## src/tpio_pkg.sv

```systemverilog
// Shared constants and types for the timing controller pin block.
package tpio_pkg;
  // Block dimensions.
  localparam int NUM_CTR = 5;
  localparam int NUM_PINS = 5;
  localparam int DATA_W = 16;
  localparam int BYTE_W = 8;
  localparam int CNT_W = 16;
  localparam int FREQ_OUT_DIV_W = 4;
  localparam int SEL_W = 4;
  localparam int GSEL_W = 3;
  localparam int PTR_W = 3;
  // Source select codes: taps 0..4, source pins 5..9, gate pins 10..14.
  localparam int NUM_TAPS = 5;
  localparam int NUM_SOURCES = 15;
  localparam logic [SEL_W-1:0] SEL_NONE = 4'hF;
  // Each tap is the previous one divided by two to this power.
  localparam int TAP_STEP_BITS = 4;
  localparam int PRESCALE_W = 16;
  // Master mode fields.
  localparam int MM_DIV_LSB = 0;
  localparam int MM_SEL_LSB = 4;
  localparam int MM_FREQ_OUT_OFF = 12;
  localparam int MM_BUS_WIDTH = 14;
  localparam logic [DATA_W-1:0] MM_RESET_VALUE = 16'h0000;
  // Data pointer codes; counters follow the master mode code.
  localparam logic [PTR_W-1:0] PTR_MASTER = 3'h0;
  localparam logic [PTR_W-1:0] PTR_CTR_BASE = 3'h1;
  // Frequency-out period after reset, in clock cycles.
  localparam int FREQ_OUT_RESET_PERIOD = 16;
  localparam logic [4:0] STABLE_MAX = 5'h1F;
  // Gating and output modes.
  typedef enum logic [1:0] {
    GATE_NONE, GATE_LEVEL, GATE_EDGE, GATE_SELECT
  } tpio_gate_mode_type;
  typedef enum logic [1:0] {
    OUT_PULSE, OUT_TOGGLE, OUT_DUTY, OUT_OFF
  } tpio_out_mode_type;
endpackage : tpio_pkg
```

## src/tpio_counter_slice.sv

```systemverilog
// One counter with its gating and its output waveform logic.
`timescale 1ns/100ps
module tpio_counter_slice #(
  parameter bit HAS_ALARM = 1'b0,
  parameter int CNT_W = tpio_pkg::CNT_W
) (
  // Clock and reset.
  input wire logic clk,
  input wire logic rst_n,
  // Selected count edge and gate level.
  input wire logic countTick,
  input wire logic gateLevel,
  input wire logic gatePol,
  input wire logic auxQualify,
  input wire logic reducedWidth,
  input wire tpio_pkg::tpio_gate_mode_type gateMode,
  // Reload values and output settings.
  input wire logic [CNT_W-1:0] loadValue,
  input wire logic [CNT_W-1:0] holdValue,
  input wire tpio_pkg::tpio_out_mode_type outMode,
  input wire logic outPol,
  input wire logic alarmEnable,
  input wire logic [CNT_W-1:0] alarmValue,
  // Counter contents and output pin.
  output logic [CNT_W-1:0] count,
  output logic outLevel,
  output logic outOe_n
);
  import tpio_pkg::*;

  // Whole state of the slice.
  typedef struct packed {
    logic [CNT_W-1:0] count;
    logic gatePrev;
    logic armed;
    logic phase;
    logic raw;
    logic outLevel;
    logic outOe_n;
  } tpio_slice_state_type;

  tpio_slice_state_type st, next_st;
  logic gateOk; // Gate active after polarity and qualifier.
  logic run; // Counting allowed this cycle.
  logic terminal; // Count would reach zero and reloads instead.
  logic alarmOn; // Alarm override in force.
  logic [CNT_W-1:0] reloadVal;

  assign alarmOn = HAS_ALARM & alarmEnable;
  assign count = st.count;
  assign outLevel = st.outLevel;
  assign outOe_n = st.outOe_n;

  // Next state: gating, count, reload and waveform.
  always_comb begin
    next_st = st;
    // A low qualifier in narrow bus mode blocks the gate.
    gateOk = (gateLevel ^ gatePol) & (~reducedWidth | auxQualify);
    next_st.gatePrev = gateOk;
    case (gateMode)
      GATE_NONE: run = 1'b1;
      GATE_LEVEL: run = gateOk;
      GATE_EDGE: run = st.armed | (gateOk & ~st.gatePrev);
      GATE_SELECT: run = 1'b1;
      default: run = 1'b0;
    endcase
    // Gate level picks between the two periods in select mode.
    if (gateMode == GATE_SELECT) begin
      reloadVal = gateOk ? holdValue : loadValue;
    end else if (outMode == OUT_DUTY) begin
      reloadVal = st.phase ? loadValue : holdValue;
    end else begin
      reloadVal = loadValue;
    end
    // Zero is never held: a count of one or zero reloads instead.
    terminal = countTick & run & (st.count[CNT_W-1:1] == '0);
    if (countTick & run) begin
      next_st.count = terminal ? reloadVal : st.count - 1'b1;
    end
    if (gateMode == GATE_EDGE) begin
      next_st.armed = run & ~terminal;
    end
    if (terminal) begin
      next_st.phase = ~st.phase;
    end
    case (outMode)
      OUT_PULSE: next_st.raw = terminal;
      OUT_TOGGLE: next_st.raw = st.raw ^ terminal;
      OUT_DUTY: next_st.raw = next_st.phase;
      OUT_OFF: next_st.raw = 1'b0;
      default: next_st.raw = 1'b0;
    endcase
    // The alarm match overrides the normal waveform.
    if (alarmOn) begin
      next_st.outLevel = (st.count == alarmValue) ^ outPol;
    end else begin
      next_st.outLevel = next_st.raw ^ outPol;
    end
    next_st.outOe_n = (outMode == OUT_OFF);
  end

  // State register; reset leaves the output enabled and low.
  always_ff @(posedge clk or negedge rst_n) begin
    if (!rst_n) begin
      st <= '0;
    end else begin
      st <= next_st;
    end
  end
endmodule : tpio_counter_slice

```

## src/tpio_pin_io.sv

```systemverilog
// Pin level logic of the five counter timing controller.
`timescale 1ns/100ps
// How it works
// - Frequency-out divider divides by 1 to 16
// - Divider input picked from fifteen sources
// - Frequency-out switchable; low while off
// - Reset selects first tap, divides by 16
// - One gate pin may gate all five counters
// - Gate pins usable as count sources everywhere
// - Gate polarity set per counter
// - Level, edge, select and no gating modes
// - Narrow bus adds auxiliary gate qualifier
// - Low qualifier line blocks the counter's gate
// - Any source pin, per-counter source polarity
// - Three-state outputs: pulse, square, duty, polarity
// - Waveform made from would-be-zero count event
// - Counters 1 and 2 alarm match output
// - High level on data line means one
// - Lines input on write, output on read
// - Lines released while chip select inactive
// - Bus starts 8-bit; mode bit widens it
// - Control selects command, pointer and status
module tpio_pin_io (
  // Clock and reset.
  input wire logic clk,
  input wire logic rst_n,
  // External count and gate pins.
  input wire logic [tpio_pkg::NUM_PINS-1:0] sourcePins,
  input wire logic [tpio_pkg::NUM_PINS-1:0] gatePins,
  // Host bus strobes and data lines.
  input wire logic csN,
  input wire logic rdN,
  input wire logic wrN,
  input wire logic controlSel,
  input wire logic [tpio_pkg::DATA_W-1:0] hostDataIn,
  output logic [tpio_pkg::DATA_W-1:0] hostDataOut,
  output logic [tpio_pkg::DATA_W-1:0] hostDataOe_n,
  // Per-counter configuration.
  input wire logic [tpio_pkg::NUM_CTR-1:0][tpio_pkg::SEL_W-1:0] ctrSrcSel,
  input wire logic [tpio_pkg::NUM_CTR-1:0] ctrSrcPol,
  input wire logic [tpio_pkg::NUM_CTR-1:0][tpio_pkg::GSEL_W-1:0] ctrGateSel,
  input wire logic [tpio_pkg::NUM_CTR-1:0] ctrGatePol,
  input wire tpio_pkg::tpio_gate_mode_type [tpio_pkg::NUM_CTR-1:0] ctrGateMode,
  input wire tpio_pkg::tpio_out_mode_type [tpio_pkg::NUM_CTR-1:0] ctrOutMode,
  input wire logic [tpio_pkg::NUM_CTR-1:0] ctrOutPol,
  input wire logic [tpio_pkg::NUM_CTR-1:0][tpio_pkg::CNT_W-1:0] ctrLoad,
  input wire logic [tpio_pkg::NUM_CTR-1:0][tpio_pkg::CNT_W-1:0] ctrHold,
  input wire logic [1:0] alarmEnable,
  input wire logic [1:0][tpio_pkg::CNT_W-1:0] alarmValue,
  // Counter and frequency outputs.
  output logic [tpio_pkg::NUM_CTR-1:0] counterOutputs,
  output logic [tpio_pkg::NUM_CTR-1:0] counterOutputsOe_n,
  output logic freqOut,
  // Command port and mode status.
  output logic [tpio_pkg::BYTE_W-1:0] commandCode,
  output logic commandStrobe,
  output logic [tpio_pkg::PTR_W-1:0] dataPointer,
  output logic busWide
);
  import tpio_pkg::*;

  // Whole state of the top level.
  typedef struct packed {
    logic [PRESCALE_W-1:0] prescale;
    logic [2*NUM_PINS-1:0] pinPrev;
    logic [FREQ_OUT_DIV_W-1:0] foutCount;
    logic freqOut;
    logic [DATA_W-1:0] masterMode;
    logic [BYTE_W-1:0] command;
    logic [PTR_W-1:0] dataPointer;
    logic [BYTE_W-1:0] lowByte;
    logic byteHigh;
    logic wrPrev;
    logic rdPrev;
    logic commandStrobe;
    logic [DATA_W-1:0] readData;
    logic [4:0] mmStable;
  } tpio_main_state_type;

  tpio_main_state_type st, next_st;
  logic [NUM_TAPS-1:0] taps; // One-cycle enables of the scaled clocks.
  logic [2*NUM_PINS-1:0] pinNow; // Gate pins above source pins.
  logic [2*NUM_PINS-1:0] pinRise;
  logic [2*NUM_PINS-1:0] pinFall;
  logic [NUM_CTR-1:0] ctrTick; // Selected active source edge.
  logic [NUM_CTR-1:0] ctrGate; // Selected raw gate level.
  logic [NUM_CTR-1:0][CNT_W-1:0] ctrCount;
  logic csAct; // Chip select active.
  logic rdAct; // Read strobe qualified by chip select.
  logic wrAct; // Write strobe qualified by chip select.
  logic wide; // Sixteen bit bus mode.
  logic foutTick; // Selected divider input edge.
  logic [FREQ_OUT_DIV_W-1:0] divLast; // Last count of one divider period.

  // Pick one of the fifteen sources; the unused code gives nothing.
  function automatic logic pickTick(input logic [NUM_SOURCES-1:0] ticks,
                                    input logic [SEL_W-1:0] sel);
    pickTick = (sel == SEL_NONE) ? 1'b0 : ticks[sel];
  endfunction : pickTick

  assign pinNow = {gatePins, sourcePins};
  assign pinRise = pinNow & ~st.pinPrev;
  assign pinFall = ~pinNow & st.pinPrev;
  assign csAct = ~csN;
  assign rdAct = csAct & ~rdN;
  assign wrAct = csAct & ~wrN;
  assign wide = st.masterMode[MM_BUS_WIDTH];

  // Scaled clock taps: each is the previous one divided by sixteen.
  always_comb begin
    taps[0] = 1'b1;
    for (int k = 1; k < NUM_TAPS; k++) begin
      // Tap k fires when the low k steps of the prescaler are all ones.
      taps[k] = &(st.prescale |
                  ~PRESCALE_W'((32'h1 << (k * TAP_STEP_BITS)) - 32'h1));
    end
  end

  // Source and gate routing for every counter.
  always_comb begin
    for (int i = 0; i < NUM_CTR; i++) begin
      // Polarity decides which edge of a pin counts; taps ignore it.
      ctrTick[i] = pickTick(ctrSrcPol[i] ? {pinFall, taps} :
                            {pinRise, taps}, ctrSrcSel[i]);
      // Any gate pin may serve several counters at once.
      ctrGate[i] = (ctrGateSel[i] < GSEL_W'(NUM_PINS)) ?
                   gatePins[ctrGateSel[i]] : 1'b0;
    end
  end

  // Divider input comes from the same fifteen sources as the counters.
  assign foutTick = pickTick({pinRise, taps},
                             st.masterMode[MM_SEL_LSB +: SEL_W]);
  // Field value zero means sixteen, so the minus one wraps to fifteen.
  assign divLast = st.masterMode[MM_DIV_LSB +: FREQ_OUT_DIV_W] - 1'b1;

  // Next state of the prescaler, divider and host port.
  always_comb begin
    next_st = st;
    next_st.prescale = st.prescale + 1'b1;
    next_st.pinPrev = pinNow;
    next_st.commandStrobe = 1'b0;
    next_st.wrPrev = wrAct;
    next_st.rdPrev = rdAct;
    // The divider runs while off, so it comes back in step.
    if (foutTick) begin
      next_st.foutCount = (st.foutCount == divLast) ? '0 :
                          st.foutCount + 1'b1;
    end
    next_st.freqOut = foutTick & (st.foutCount == divLast) &
                      ~st.masterMode[MM_FREQ_OUT_OFF];
    // A write is taken once, on the first cycle of its strobe.
    if (wrAct & ~st.wrPrev) begin
      if (controlSel) begin
        next_st.command = hostDataIn[BYTE_W-1:0];
        next_st.dataPointer = hostDataIn[PTR_W-1:0];
        next_st.commandStrobe = 1'b1;
        next_st.byteHigh = 1'b0;
      end else if (wide) begin
        if (st.dataPointer == PTR_MASTER) begin
          next_st.masterMode = hostDataIn;
        end
      end else if (!st.byteHigh) begin
        // Narrow bus: low byte first, held until its partner.
        next_st.lowByte = hostDataIn[BYTE_W-1:0];
        next_st.byteHigh = 1'b1;
      end else begin
        if (st.dataPointer == PTR_MASTER) begin
          next_st.masterMode = {hostDataIn[BYTE_W-1:0], st.lowByte};
        end
        next_st.byteHigh = 1'b0;
      end
    end
    // A narrow data read steps to the other byte when it ends.
    if (~rdAct & st.rdPrev & ~controlSel & ~wide) begin
      next_st.byteHigh = ~st.byteHigh;
    end
    // Read word: status on control, else the pointed register.
    if (controlSel) begin
      next_st.readData = {{(DATA_W-NUM_CTR){1'b0}}, counterOutputs};
    end else if (st.dataPointer == PTR_MASTER) begin
      next_st.readData = st.masterMode;
    end else if (st.dataPointer - PTR_CTR_BASE < PTR_W'(NUM_CTR)) begin
      next_st.readData = ctrCount[st.dataPointer - PTR_CTR_BASE];
    end else begin
      next_st.readData = '0;
    end
    if (!wide) begin
      next_st.readData = {{BYTE_W{1'b0}}, st.byteHigh ?
                          next_st.readData[DATA_W-1:BYTE_W] :
                          next_st.readData[BYTE_W-1:0]};
    end
    // Helper: cycles since the master mode last changed.
    if (next_st.masterMode != st.masterMode) begin
      next_st.mmStable = '0;
    end else if (st.mmStable != STABLE_MAX) begin
      next_st.mmStable = st.mmStable + 1'b1;
    end
  end

  // State register; reset leaves the master mode at its default.
  always_ff @(posedge clk or negedge rst_n) begin
    if (!rst_n) begin
      st <= '0;
    end else begin
      st <= next_st;
    end
  end

  // Drive the data lines only during a read; upper half only when wide.
  // Write wins if the host breaks the exclusive strobe convention.
  assign hostDataOe_n[BYTE_W-1:0] = {BYTE_W{~(rdAct & ~wrAct)}};
  assign hostDataOe_n[DATA_W-1:BYTE_W] =
    {(DATA_W-BYTE_W){~(rdAct & ~wrAct & wide)}};
  assign hostDataOut = st.readData;
  assign freqOut = st.freqOut;
  assign commandCode = st.command;
  assign commandStrobe = st.commandStrobe;
  assign dataPointer = st.dataPointer;
  assign busWide = wide;

  // The five counters; only the first two carry an alarm comparator.
  for (genvar i = 0; i < NUM_CTR; i++) begin : g_ctr
    tpio_counter_slice #(
      .HAS_ALARM(i < 2),
      .CNT_W(CNT_W)
    ) u_slice (
      .clk(clk),
      .rst_n(rst_n),
      .countTick(ctrTick[i]),
      .gateLevel(ctrGate[i]),
      .gatePol(ctrGatePol[i]),
      .auxQualify(hostDataIn[BYTE_W+i]),
      .reducedWidth(~wide),
      .gateMode(ctrGateMode[i]),
      .loadValue(ctrLoad[i]),
      .holdValue(ctrHold[i]),
      .outMode(ctrOutMode[i]),
      .outPol(ctrOutPol[i]),
      .alarmEnable((i < 2) ? alarmEnable[i % 2] : 1'b0),
      .alarmValue(alarmValue[i % 2]),
      .count(ctrCount[i]),
      .outLevel(counterOutputs[i]),
      .outOe_n(counterOutputsOe_n[i])
    );
  end
endmodule : tpio_pin_io

```

## config.mk

```make
export PLATFORM = sky130hd
export DESIGN_NAME = tpio_pin_io
export DESIGN_NICKNAME = d
export VERILOG_FILES = /design/src/tpio_pkg.sv /design/src/tpio_counter_slice.sv /design/src/tpio_pin_io.sv
export SDC_FILE = /design/constraint.sdc
export NUM_CORES = 1
export LEC_CHECK = 0
export BUFFER_PORTS_ARGS = -buffer_cell sky130_fd_sc_hd__buf_4
export CAP_MARGIN = 20
export CORE_MARGIN = 2
export CORE_UTILIZATION = 44
export DETAILED_ROUTE_END_ITERATION = 12
export GPL_ROUTABILITY_DRIVEN = 0
export GPL_TIMING_DRIVEN = 0
export PLACE_DENSITY = 0.75
export SLEW_MARGIN = 20
export SYNTH_ARGS = -nofsm -noshare
export SYNTH_HDL_FRONTEND = slang
export SYNTH_SLANG_ARGS = --single-unit
```

## constraint.sdc

```tcl
create_clock -name clk -period 5.35 [get_ports clk]
set_input_delay 1.07 -clock clk [delete_from_list [all_inputs] [get_ports clk]]
set_output_delay 1.07 -clock clk [all_outputs]
set_load 0.05 [all_outputs]
```

==> flow_summary.yaml, run 1 <==
floorplan:
  die-area_mm2: 0.03251
  ios: 352
  die_w_um: 180.3
  core_area_mm2: 0.03059
  start_util_pct: 44.72
  rows: 64
  die-height_um: 180.3
cells_and_area:
  fin_area_mm2: 0.01744
  layout_commonest_cell: "buf_4"
  final_cell_mix: "buf_4 (394), dfrtp_1 (193), nor2_1 (128)"
  area.growth.synth_to_final_pct: 27.50
  drive_above_1_share_pct: 27.83
  nNetsFinal: 2191
  fin_util_pct: 57.01
sta:
  finalClockSkew_ns: 0.01909
  fmax_mhz: 230.7
  slew_viol_final: 0
  finalHoldViolations: 0
  setup_viol: 0
  fin_setup_tns_ns: 0
  tightest_slew_ns: 0.9444
  rsz0062_at_grt: "false"
  slew-limit-headroom_pct: 36.46
  fin_crit_sh_pct: 81.02
  min_period_ns: 4.334
worst_setup_path:
  crit_required_ns: 5.66
  reg2reg_from: "commandCode[0]$_DFFE_PN0P_"
  reg2reg_to: "hostDataOut[6]$_DFF_PN0_"
  r2r_setup_slack_ns: 1.02
  critPathCaptureType: "register"
  worstPathArrival_ns: 4.64
  path_max_fanout: 10
  worstSetupStartpointType: "register"
  critical_path_class: "register to register"
  worst_r2r_path_depth: 11
place:
  post-dp-hpwl_um: 36180
  place_area_mm2: 0.01683
  portBuffers: 344
global_routing:
  grt_overflow: 0
  grt_antenna_before_repair: 2
  grt_max_degree: 80
  grt_use_total_pct: 27.63
  grt_first_pass_wirelength_um: 71280
  grt_pass1_vias: 13150
cts:
  cts.path.max_buffers: 2
  post-cts-setup-buffer-count: 0
  root_buffer: "clkbuf_16"
  cts_tree: "built"
  clk_pin_slew_ns: 0.08
  clk_latency_ns: 0.45
  postCtsHoldBufs: 0
  numCtsBuffers: 17
  cts_max_level: 4
  ctsResizeCount: 0
  cts_sinks: 193
drt:
  drtAntennaViolNets: 0
  routed_via_density: 5.958
  drc: 0
  post_drt_wl_per_cell_um: 20.20
  vias: 13590
  wl_um: 46080
  drt_first_pass_iters: 6
  drt_iter0_drc: 1272
pwr:
  ir_drop_mv: 0.2395
  power_density_mw_per_mm2: 372.1
  power.leakage_nw: 7.955
logic_synthesis:
  synth_async_sr_flop_share_pct: 100.0
  syn-num-nets: 1825
  synthFlopType: "dfrtp_1"
  syn_avg_cell_area_um2: 9.094
  synth_seq_cells: 193
  syn_area_mm2: 0.01368
  ys_types: 71
  netlist_instances: 1504
  synth_edf_count: 0
  synth_sequential_area_ratio_pct: 35.31
  ys_warn_count: 0
min_path:
  hold_path_depth: 1
  min-delay-start: "st[75]$_DFF_PN0_"
  hp-class: "register to register"
  holdPathEnd: "st[75]$_DFF_PN0_"
outcome:
  status: "finished, final reports clean"
run:
  drv_cap: 0
[power breakdown]
part / leakage (nW) / internal [mW] / switching [mW]
logic: 5.23 / 1.22 / 1.46
registers: 2.44 / 1.87 / 0.589
clock network: 0.286 / 0.718 / 0.640
[logic make-up (layout without fill, tap and decap cells)]
family / after synthesis / in the layout / synth area share (%)
flops: 193 / 193 / 35.31
xor+xnor: 63 / 63 / 4.034
other cells: 0 / 2 / 0
fa+ha+maj: 25 / 25 / 2.287
compound gates: 431 / 431 / 22.30
buf+inv: 199 / 578 / 6.980
mux: 140 / 140 / 12.79
simple gates: 453 / 453 / 16.30
[worst max-delay path by stage]
| stage | startpoint | to | slack (ns) |
|---|---|---|---|
| detailed placement | gatePins[4] | g_ctr[4].u_slice.count[3]$_DFFE_PN0P_ | 0.78 |
| global placement | gatePins[1] | g_ctr[3].u_slice.count[3]$_DFFE_PN0P_ | 0.71 |
| CTS | commandCode[0]$_DFFE_PN0P_ | hostDataOut[6]$_DFF_PN0_ | 1.03 |
| floorplan | commandCode[0]$_DFFE_PN0P_ | hostDataOut[6]$_DFF_PN0_ | 1.90 |
| global route | commandCode[0]$_DFFE_PN0P_ | hostDataOut[6]$_DFF_PN0_ | 0.59 |
| finish | commandCode[0]$_DFFE_PN0P_ | hostDataOut[6]$_DFF_PN0_ | 1.02 |
[sequential cells by signal, indices dropped and copies added (netlist names)]
name and flops:
commandStrobe 1, busWide 1, g_ctr.u_slice.st 20, st 56, g_ctr.u_slice.outLevel 5, g_ctr.u_slice.count 80
freqOut 1, g_ctr.u_slice.outOe_n 5, hostDataOut 16, commandCode 8
[worst max-delay path, stage by stage, from the launching register on]
cell	delay, ns
dfrtp_1	0.42
clkbuf_1	0.51
buf_1	0.68
inv_1	0.13
ha_1	0.32
clkbuf_1	0.34
buf_1	0.47
mux4_2	0.42
a221oi_1	0.52
o21ai_0	0.17
a21oi_1	0.17
nor2_1	0.06
[layer usage]
| layer | wire, µm | track usage, % |
|---|---|---|
| met3 | 3838 | 4.689 |
| met1 | 17990 | 35.30 |
| met4 | 2137 | 12.42 |
| met5 | 0 | 0 |
| met2 | 22110 | 45.95 |
[area by class of cell]
class / instances / area [µm²]
Buffer: 142 / 740.7
Clock buffer: 18 / 439.2
Fill cell: 2793 / 13150
Inverter: 57 / 214.0
Timing Repair Buffer: 347 / 2650
Multi-Input combinational cell: 1112 / 7898
Clock inverter: 14 / 167.7
Sequential cell: 193 / 4830
Antenna cell: 2 / 5.005
Tap cell: 396 / 495.5
[cell usage after synthesis (28+ instances only)]
cell type / instances / area (µm²)
a22oi_1: 64 / 480.5
mux2_2: 28 / 315.3
inv_1: 56 / 210.2
nor2_1: 128 / 480.5
o21ai_0: 79 / 395.4
dfrtp_1: 193 / 4830
nor3_1: 55 / 275.3
a21oi_1: 69 / 345.3
buf_4: 51 / 382.9
xor2_1: 38 / 332.8
mux2i_1: 87 / 870.8
nand2_1: 112 / 420.4
o22a_1: 60 / 525.5
clkbuf_1: 71 / 266.5
[per-stage QoR]
step           power, mW  cells  worst slack [ns]  hold WS [ns]
2_1_floorplan      4.094   1504             1.904        0.4150
3_3_place_gp       5.006   2244            0.7098        0.4305
3_5_place_dp       5.093   2247            0.7770        0.4372
4_1_cts            6.454   2279             1.025        0.4526
5_1_grt            6.836   2280            0.5929        0.4709
6_report           6.488   2281             1.016        0.4537
No activity file was read; power rests on OpenSTA's default activity.
==> run 2: changes to the inputs <==
--- a/config.mk
+++ b/config.mk
@@ -5,6 +5,7 @@
 export SDC_FILE = /design/constraint.sdc
 export NUM_CORES = 1
 export LEC_CHECK = 0
+export ABC_AREA = 1
 export BUFFER_PORTS_ARGS = -buffer_cell sky130_fd_sc_hd__buf_4
 export CAP_MARGIN = 20
 export CORE_MARGIN = 2
@@ -12,7 +13,7 @@
 export DETAILED_ROUTE_END_ITERATION = 12
 export GPL_ROUTABILITY_DRIVEN = 0
 export GPL_TIMING_DRIVEN = 0
-export PLACE_DENSITY = 0.75
+export PLACE_DENSITY = 0.77
 export SLEW_MARGIN = 20
 export SYNTH_ARGS = -nofsm -noshare
 export SYNTH_HDL_FRONTEND = slang
==> constraint.sdc (replaced) <==
create_clock -name clk -period 3.7 [get_ports clk]
set_input_delay 0.74 -clock clk [delete_from_list [all_inputs] [get_ports clk]]
set_output_delay 0.74 -clock clk [all_outputs]
set_load 0.05 [all_outputs]
==> flow_summary.yaml, run 2 <==
global_routing:
  grt_first_pass_wirelength_um: 88080
  grt_antenna_before_repair: 0
  grt_use_total_pct: 29.93
  grt_pass1_vias: 17230
  grt_overflow: 0
  grt_max_degree: 97
cts:
  numCtsBuffers: 17
  root_buffer: "clkbuf_16"
  cts.path.max_buffers: 2
  postCtsHoldBufs: 0
  cts_max_level: 4
  post-cts-setup-buffer-count: 0
  cts_tree: "built"
  cts_sinks: 193
  clk_latency_ns: 0.46
  clk_pin_slew_ns: 0.09
  ctsResizeCount: 0
worst_setup_path:
  critical-path-slowest-cell: "dfrtp_1"
  worstPathArrival_ns: 3.75
  reg2reg_from: "commandCode[0]$_DFFE_PN0P_"
  critical_path_class: "register to register"
  worst_r2r_path_depth: 11
  crit_family: "buffers and inverters"
  path_max_fanout: 10
  reg2reg_to: "hostDataOut[2]$_DFF_PN0_"
  path_cells: "inv_1 -> clkbuf_1 -> ha_1 -> ha_1 -> clkbuf_1 -> inv_1 -> clkbuf_1 -> clkbuf_1 -> o311ai_0 -> o21ai_0 -> o22ai_1"
  max_stage_delay_ns: 0.53
  path_buf_inv: 6
  startpoint: "commandCode[0]$_DFFE_PN0P_"
  r2r_setup_slack_ns: 0.25
  critPathCaptureType: "register"
  worstSetupStartpointType: "register"
  cp_common_cell: "clkbuf_1"
  crit_required_ns: 4.00
cells_and_area:
  area.growth.synth_to_final_pct: 24.63
  layout.cells.non_filler: 3223
  final_cell_mix: "buf_4 (396), nand2_1 (391), o21ai_0 (378)"
  layout_commonest_cell: "buf_4"
  largest_register_ffs: 80
  num_antenna_cells: 0
  nNetsFinal: 3070
  drive_above_1_share_pct: 17.52
  regArea_mm2: 0.004830
  multi_input_area_mm2: 0.008848
  nFillCells: 3370
sta:
  tightest_slew_ns: 0.9444
  finalClockSkew_ns: 0.01574
  fin_setup_tns_ns: 0
  fmax_mhz: 289.7
  slew-limit-headroom_pct: 36.55
  fin_crit_sh_pct: 93.30
  finalHoldViolations: 0
  rsz0062_at_grt: "false"
  min_period_ns: 3.452
  slew_viol_final: 0
  setup_viol: 0
pwr:
  ir_drop_mv: 0.3189
  power_density_mw_per_mm2: 524.2
  power.total_mw: 10.22
  power.leakage_nw: 9.578
run:
  drv_cap: 0
floorplan:
  die_w_um: 192.6
  ios: 352
  start_util_pct: 44.32
  die-height_um: 192.6
  core_area_mm2: 0.03531
  rows: 69
  die-area_mm2: 0.03709
drt:
  post_drt_wl_per_cell_um: 17.44
  drc: 0
  drt_iter0_drc: 1661
  drt_first_pass_iters: 6
  routed_via_density: 5.709
  wl_um: 56210
  vias: 18400
  drtAntennaViolNets: 0
logic_synthesis:
  syn_area_mm2: 0.01565
  synth.area.top_cells: "dfrtp_1 (31%), o21ai_0 (12%), nand2_1 (9.4%), a21oi_1 (8.0%), inv_1 (7.2%)"
  synth_async_sr_flop_share_pct: 100.0
  netlist_instances: 2382
  synth_sequential_area_ratio_pct: 30.86
  yosys-top-cells-count: "nand2_1 (391), o21ai_0 (378), inv_1 (301), a21oi_1 (250), nor2_1 (208)"
  post-synth-top-area-cell: "dfrtp_1"
  synth_edf_count: 0
  synth_seq_cells: 193
  syn-num-nets: 2703
  ys_types: 52
  syn_avg_cell_area_um2: 6.570
  synth_top_cell_area_share_pct: 30.86
  ys_warn_count: 0
  synthFlopType: "dfrtp_1"
  yosys.cell_count.top_type: "nand2_1"
place:
  post-dp-hpwl_um: 44520
  placed_cells: 3191
  portBuffers: 346
min_path:
  hp-class: "input pin to asynchronous set/reset pin"
outcome:
  status: "finished, final reports clean"
[run 2: cell types whose count changed in the layout (fill, tap and decap cells not counted), moves of 62 or more]
cell	change
inv_1	+245
nand3_1	+137
nor2_1	+80
nand2_1	+279
a21oi_1	+182
o21ai_0	+299
a22oi_1	-62
mux2i_1	-86
[run 2: final cells by class]
cell class                 instances  area share, %
clock inverter                    15         0.9879
buffer                           155          4.067
clock buffer                      17          2.181
sequential                       193          24.76
timing repair buffer             348          13.64
tap                              461          2.957
multi-input combinational       1720          45.37
inverter                         314          6.043
[run 2: per-stage QoR]
stage	utilization, %	setup slack [ns]	hold slack (ns)	area (µm²)
floorplan	-	1.106	0.4224	15650
global placement	53.31	0.5065	0.4343	18820
detailed placement	53.49	0.4512	0.4429	18890
CTS	55.24	0.4064	0.07746	19510
global route	55.24	0.1151	0.08301	19510
finish	55.24	0.2481	0.08836	19510
[run 2: kinds of logic (layout without fill, tap and decap cells)]
logic type | after synthesis | count (layout) | synth area share (%)
adder cells (fa/ha/maj) | 25 | 25 | 1.999
buffers and inverters | 469 | 849 | 12.60
XOR/XNOR | 69 | 69 | 3.862
AO/OA/AOI/OAI | 766 | 766 | 26.46
AND/OR/NAND/NOR | 851 | 851 | 23.58
multiplexers | 9 | 9 | 0.6396
flip-flops | 193 | 193 | 30.86
[run 2: worst max path at each step]
stage / to / slack [ns] / depth (start not counted)
CTS: hostDataOut[2]$_DFF_PN0_ / 0.41 / 11
global placement: g_ctr[4].u_slice.outOe_n$_DFF_PN0_ / 0.51 / 1
finish: hostDataOut[2]$_DFF_PN0_ / 0.25 / 11
detailed placement: hostDataOut[2]$_DFF_PN0_ / 0.45 / 12
global route: hostDataOut[2]$_DFF_PN0_ / 0.12 / 12
floorplan: hostDataOe_n[10] / 1.11 / 3
[run 2: report_power, final]
part	internal (mW)	switching (mW)
Clock	0.920	0.998
Sequential	2.70	0.672
Combinational	1.77	3.17
[run 2: worst register-to-register path: stages, from the launching register on]
cell and delay, ns:
dfrtp_1 0.53, inv_1 0.12, clkbuf_1 0.24, ha_1 0.27, ha_1 0.18, clkbuf_1 0.21, inv_1 0.12, clkbuf_1 0.39
clkbuf_1 0.45, o311ai_0 0.40, o21ai_0 0.27, o22ai_1 0.14
[run 2: layer usage]
| metal | wire length (µm) | GRT usage [%] | vias up |
|---|---|---|---|
| li1 | - | - | 8713 |
| met1 | 22500 | 38.61 | 8495 |
| met2 | 26460 | 50.15 | 1050 |
| met3 | 5357 | 5.055 | 143 |
| met4 | 1900 | 11.16 | 0 |
| met5 | 0 | 0 | - |
==> run 3: changes to the inputs <==
--- a/config.mk
+++ b/config.mk
@@ -6,14 +6,14 @@
 export NUM_CORES = 1
 export LEC_CHECK = 0
 export ABC_AREA = 1
-export BUFFER_PORTS_ARGS = -buffer_cell sky130_fd_sc_hd__buf_4
 export CAP_MARGIN = 20
 export CORE_MARGIN = 2
 export CORE_UTILIZATION = 44
 export DETAILED_ROUTE_END_ITERATION = 12
+export DONT_BUFFER_PORTS = 1
 export GPL_ROUTABILITY_DRIVEN = 0
 export GPL_TIMING_DRIVEN = 0
-export PLACE_DENSITY = 0.77
+export PLACE_DENSITY = 0.68
 export SLEW_MARGIN = 20
 export SYNTH_ARGS = -nofsm -noshare
 export SYNTH_HDL_FRONTEND = slang
==> flow_summary.yaml, run 3 (synthesized netlist as in run 2, its figures left out) <==
cts:
  ctsResizeCount: 0
  cts_max_level: 4
  cts.path.max_buffers: 2
  cts_sinks: 193
  clk_pin_slew_ns: 0.09
  post-cts-setup-buffer-count: 0
  root_buffer: "clkbuf_16"
  numCtsBuffers: 17
  cts_tree: "built"
  clk_latency_ns: 0.47
sta:
  setup_viol: 0
  slew-limit-headroom_pct: 35.55
  finalClockSkew_ns: 0.01764
  fin_setup_tns_ns: 0
  rsz0062_at_grt: "false"
  slew_viol_final: 0
  holdWs_ns: -0.03512
  min_period_ns: 3.457
  finalHoldViolations: 12
  fin_crit_sh_pct: 93.43
  fmax_mhz: 289.3
  tightest_slew_ns: 0.9593
  finalWorstSetupSlack_ns: 0.2429
pwr:
  switchingPower_mw: 4.656
  p_clk_share_pct: 20.1
  p_seq_share_pct: 35.0
  switching_share_pct: 47.82
  power.leakage_nw: 7.894
  power_frac_comb_pct: 44.9
  ir_drop_mv: 0.3061
  power_density_mw_per_mm2: 577.9
  intPower_mw: 5.081
worst_setup_path:
  worstPathArrival_ns: 3.72
  crit_family: "buffers and inverters"
  worst_r2r_path_depth: 11
  cp_common_cell: "clkbuf_1"
  path_buf_inv: 6
  crit_required_ns: 3.97
  max_stage_delay_ns: 0.52
  path_depth: 11
  critPathCaptureType: "register"
  critical-path-slowest-cell: "dfrtp_1"
  path_cells: "inv_1 -> clkbuf_1 -> ha_1 -> ha_1 -> clkbuf_1 -> inv_1 -> clkbuf_1 -> clkbuf_1 -> o311ai_0 -> nand2_1 -> o21ai_0"
  worstSetupStartpointType: "register"
  critical_path_class: "register to register"
  path_max_fanout: 10
floorplan:
  ios: 352
  start_util_pct: 44.32
  rows: 69
  die-height_um: 192.6
  core_area_mm2: 0.03531
  die_w_um: 192.6
  die-area_mm2: 0.03709
global_routing:
  grt_pass1_vias: 15460
  grt_use_total_pct: 28.70
  grt_antenna_before_repair: 0
  grt_overflow: 0
  grt_max_degree: 194
  grt_first_pass_wirelength_um: 82520
cells_and_area:
  drive_above_1_share_pct: 5.634
  layout_commonest_cell: "nand2_1"
  num_antenna_cells: 0
  nNetsFinal: 2722
  fin_area_mm2: 0.01685
  largest_register_ffs: 80
  fin_util_pct: 47.72
  layout.cells.non_filler: 2875
  final_cell_mix: "nand2_1 (391), o21ai_0 (378), inv_1 (301)"
  area.growth.synth_to_final_pct: 7.675
drt:
  wl_um: 54660
  routed_via_density: 5.849
  drt_iter0_drc: 1387
  drtAntennaViolNets: 0
  post_drt_wl_per_cell_um: 19.01
  drc: 0
  drt_first_pass_iters: 5
  vias: 16820
outcome:
  violations: "negative hold slack"
  status: "complete, but fails checks"
place:
  placed_cells: 2843
  place_area_mm2: 0.01623
  post-dp-hpwl_um: 43000
  portBuffers: 0
  pre_cts_ws_ns: 0.3786
min_path:
  hp-class: "input pin to asynchronous set/reset pin"
run:
  drv_cap: 0
-- run 3: cell types whose count changed in the layout (fill, tap and decap cells not counted) --
cell	delta
inv_6	-1
inv_12	+3
clkinvlp_4	-1
buf_4	-345
buf_8	-1
buf_16	-2
inv_8	+2
clkinv_8	-3
-- run 3: worst paths after layout --
path | from | to | slack (ns)
max | commandCode[0]$_DFFE_PN0P_ | hostDataOut[5]$_DFF_PN0_ | 0.24
min | rst_n | g_ctr[0].u_slice.outOe_n$_DFF_PN0_ | -0.04
max reg2reg | commandCode[0]$_DFFE_PN0P_ | hostDataOut[5]$_DFF_PN0_ | 0.24
min reg2reg | st[75]$_DFF_PN0_ | st[75]$_DFF_PN0_ | 0.45
max in group asynchronous | rst_n | g_ctr[4].u_slice.st[4]$_DFFE_PN0P_ | 3.39
min in group clk | sourcePins[3] | st[68]$_DFF_PN0_ | 0.30
-- run 3: power groups by stage --
stage / logic [mW] / clock network [mW] / registers (mW)
finish: 4.37 / 1.96 / 3.41
CTS: 4.30 / 2.01 / 3.39
floorplan: 3.33 / 0 / 3.17
global route: 4.86 / 2.10 / 3.48
global placement: 4.17 / 0 / 3.41
detailed placement: 4.28 / 0 / 3.42
-- run 3: final cells by class --
type / count / area, µm²
Fill cell: 3598 / 18460
Multi-Input combinational cell: 1720 / 8848
Sequential cell: 193 / 4830
Inverter: 314 / 1179
Buffer: 155 / 793.3
Tap cell: 461 / 576.8
Clock buffer: 17 / 425.4
Clock inverter: 15 / 198.9
-- run 3: per-layer routing --
layer  GRT usage [%]  up-vias  routed length (µm)
met5               0        -                   0
met2           46.54      778               25240
met3           6.801      139                5130
li1                -     8017                   -
met4           11.74        0                2148
met1           36.66     7882               22140
-- run 3: per-stage QoR --
stage / total power, mW / hold slack (ns)
detailed placement: 7.699 / 0.4449
finish: 9.737 / -0.03512
global placement: 7.574 / 0.4372
global route: 10.44 / -0.05547
floorplan: 6.495 / 0.4224
CTS: 9.689 / -0.05045
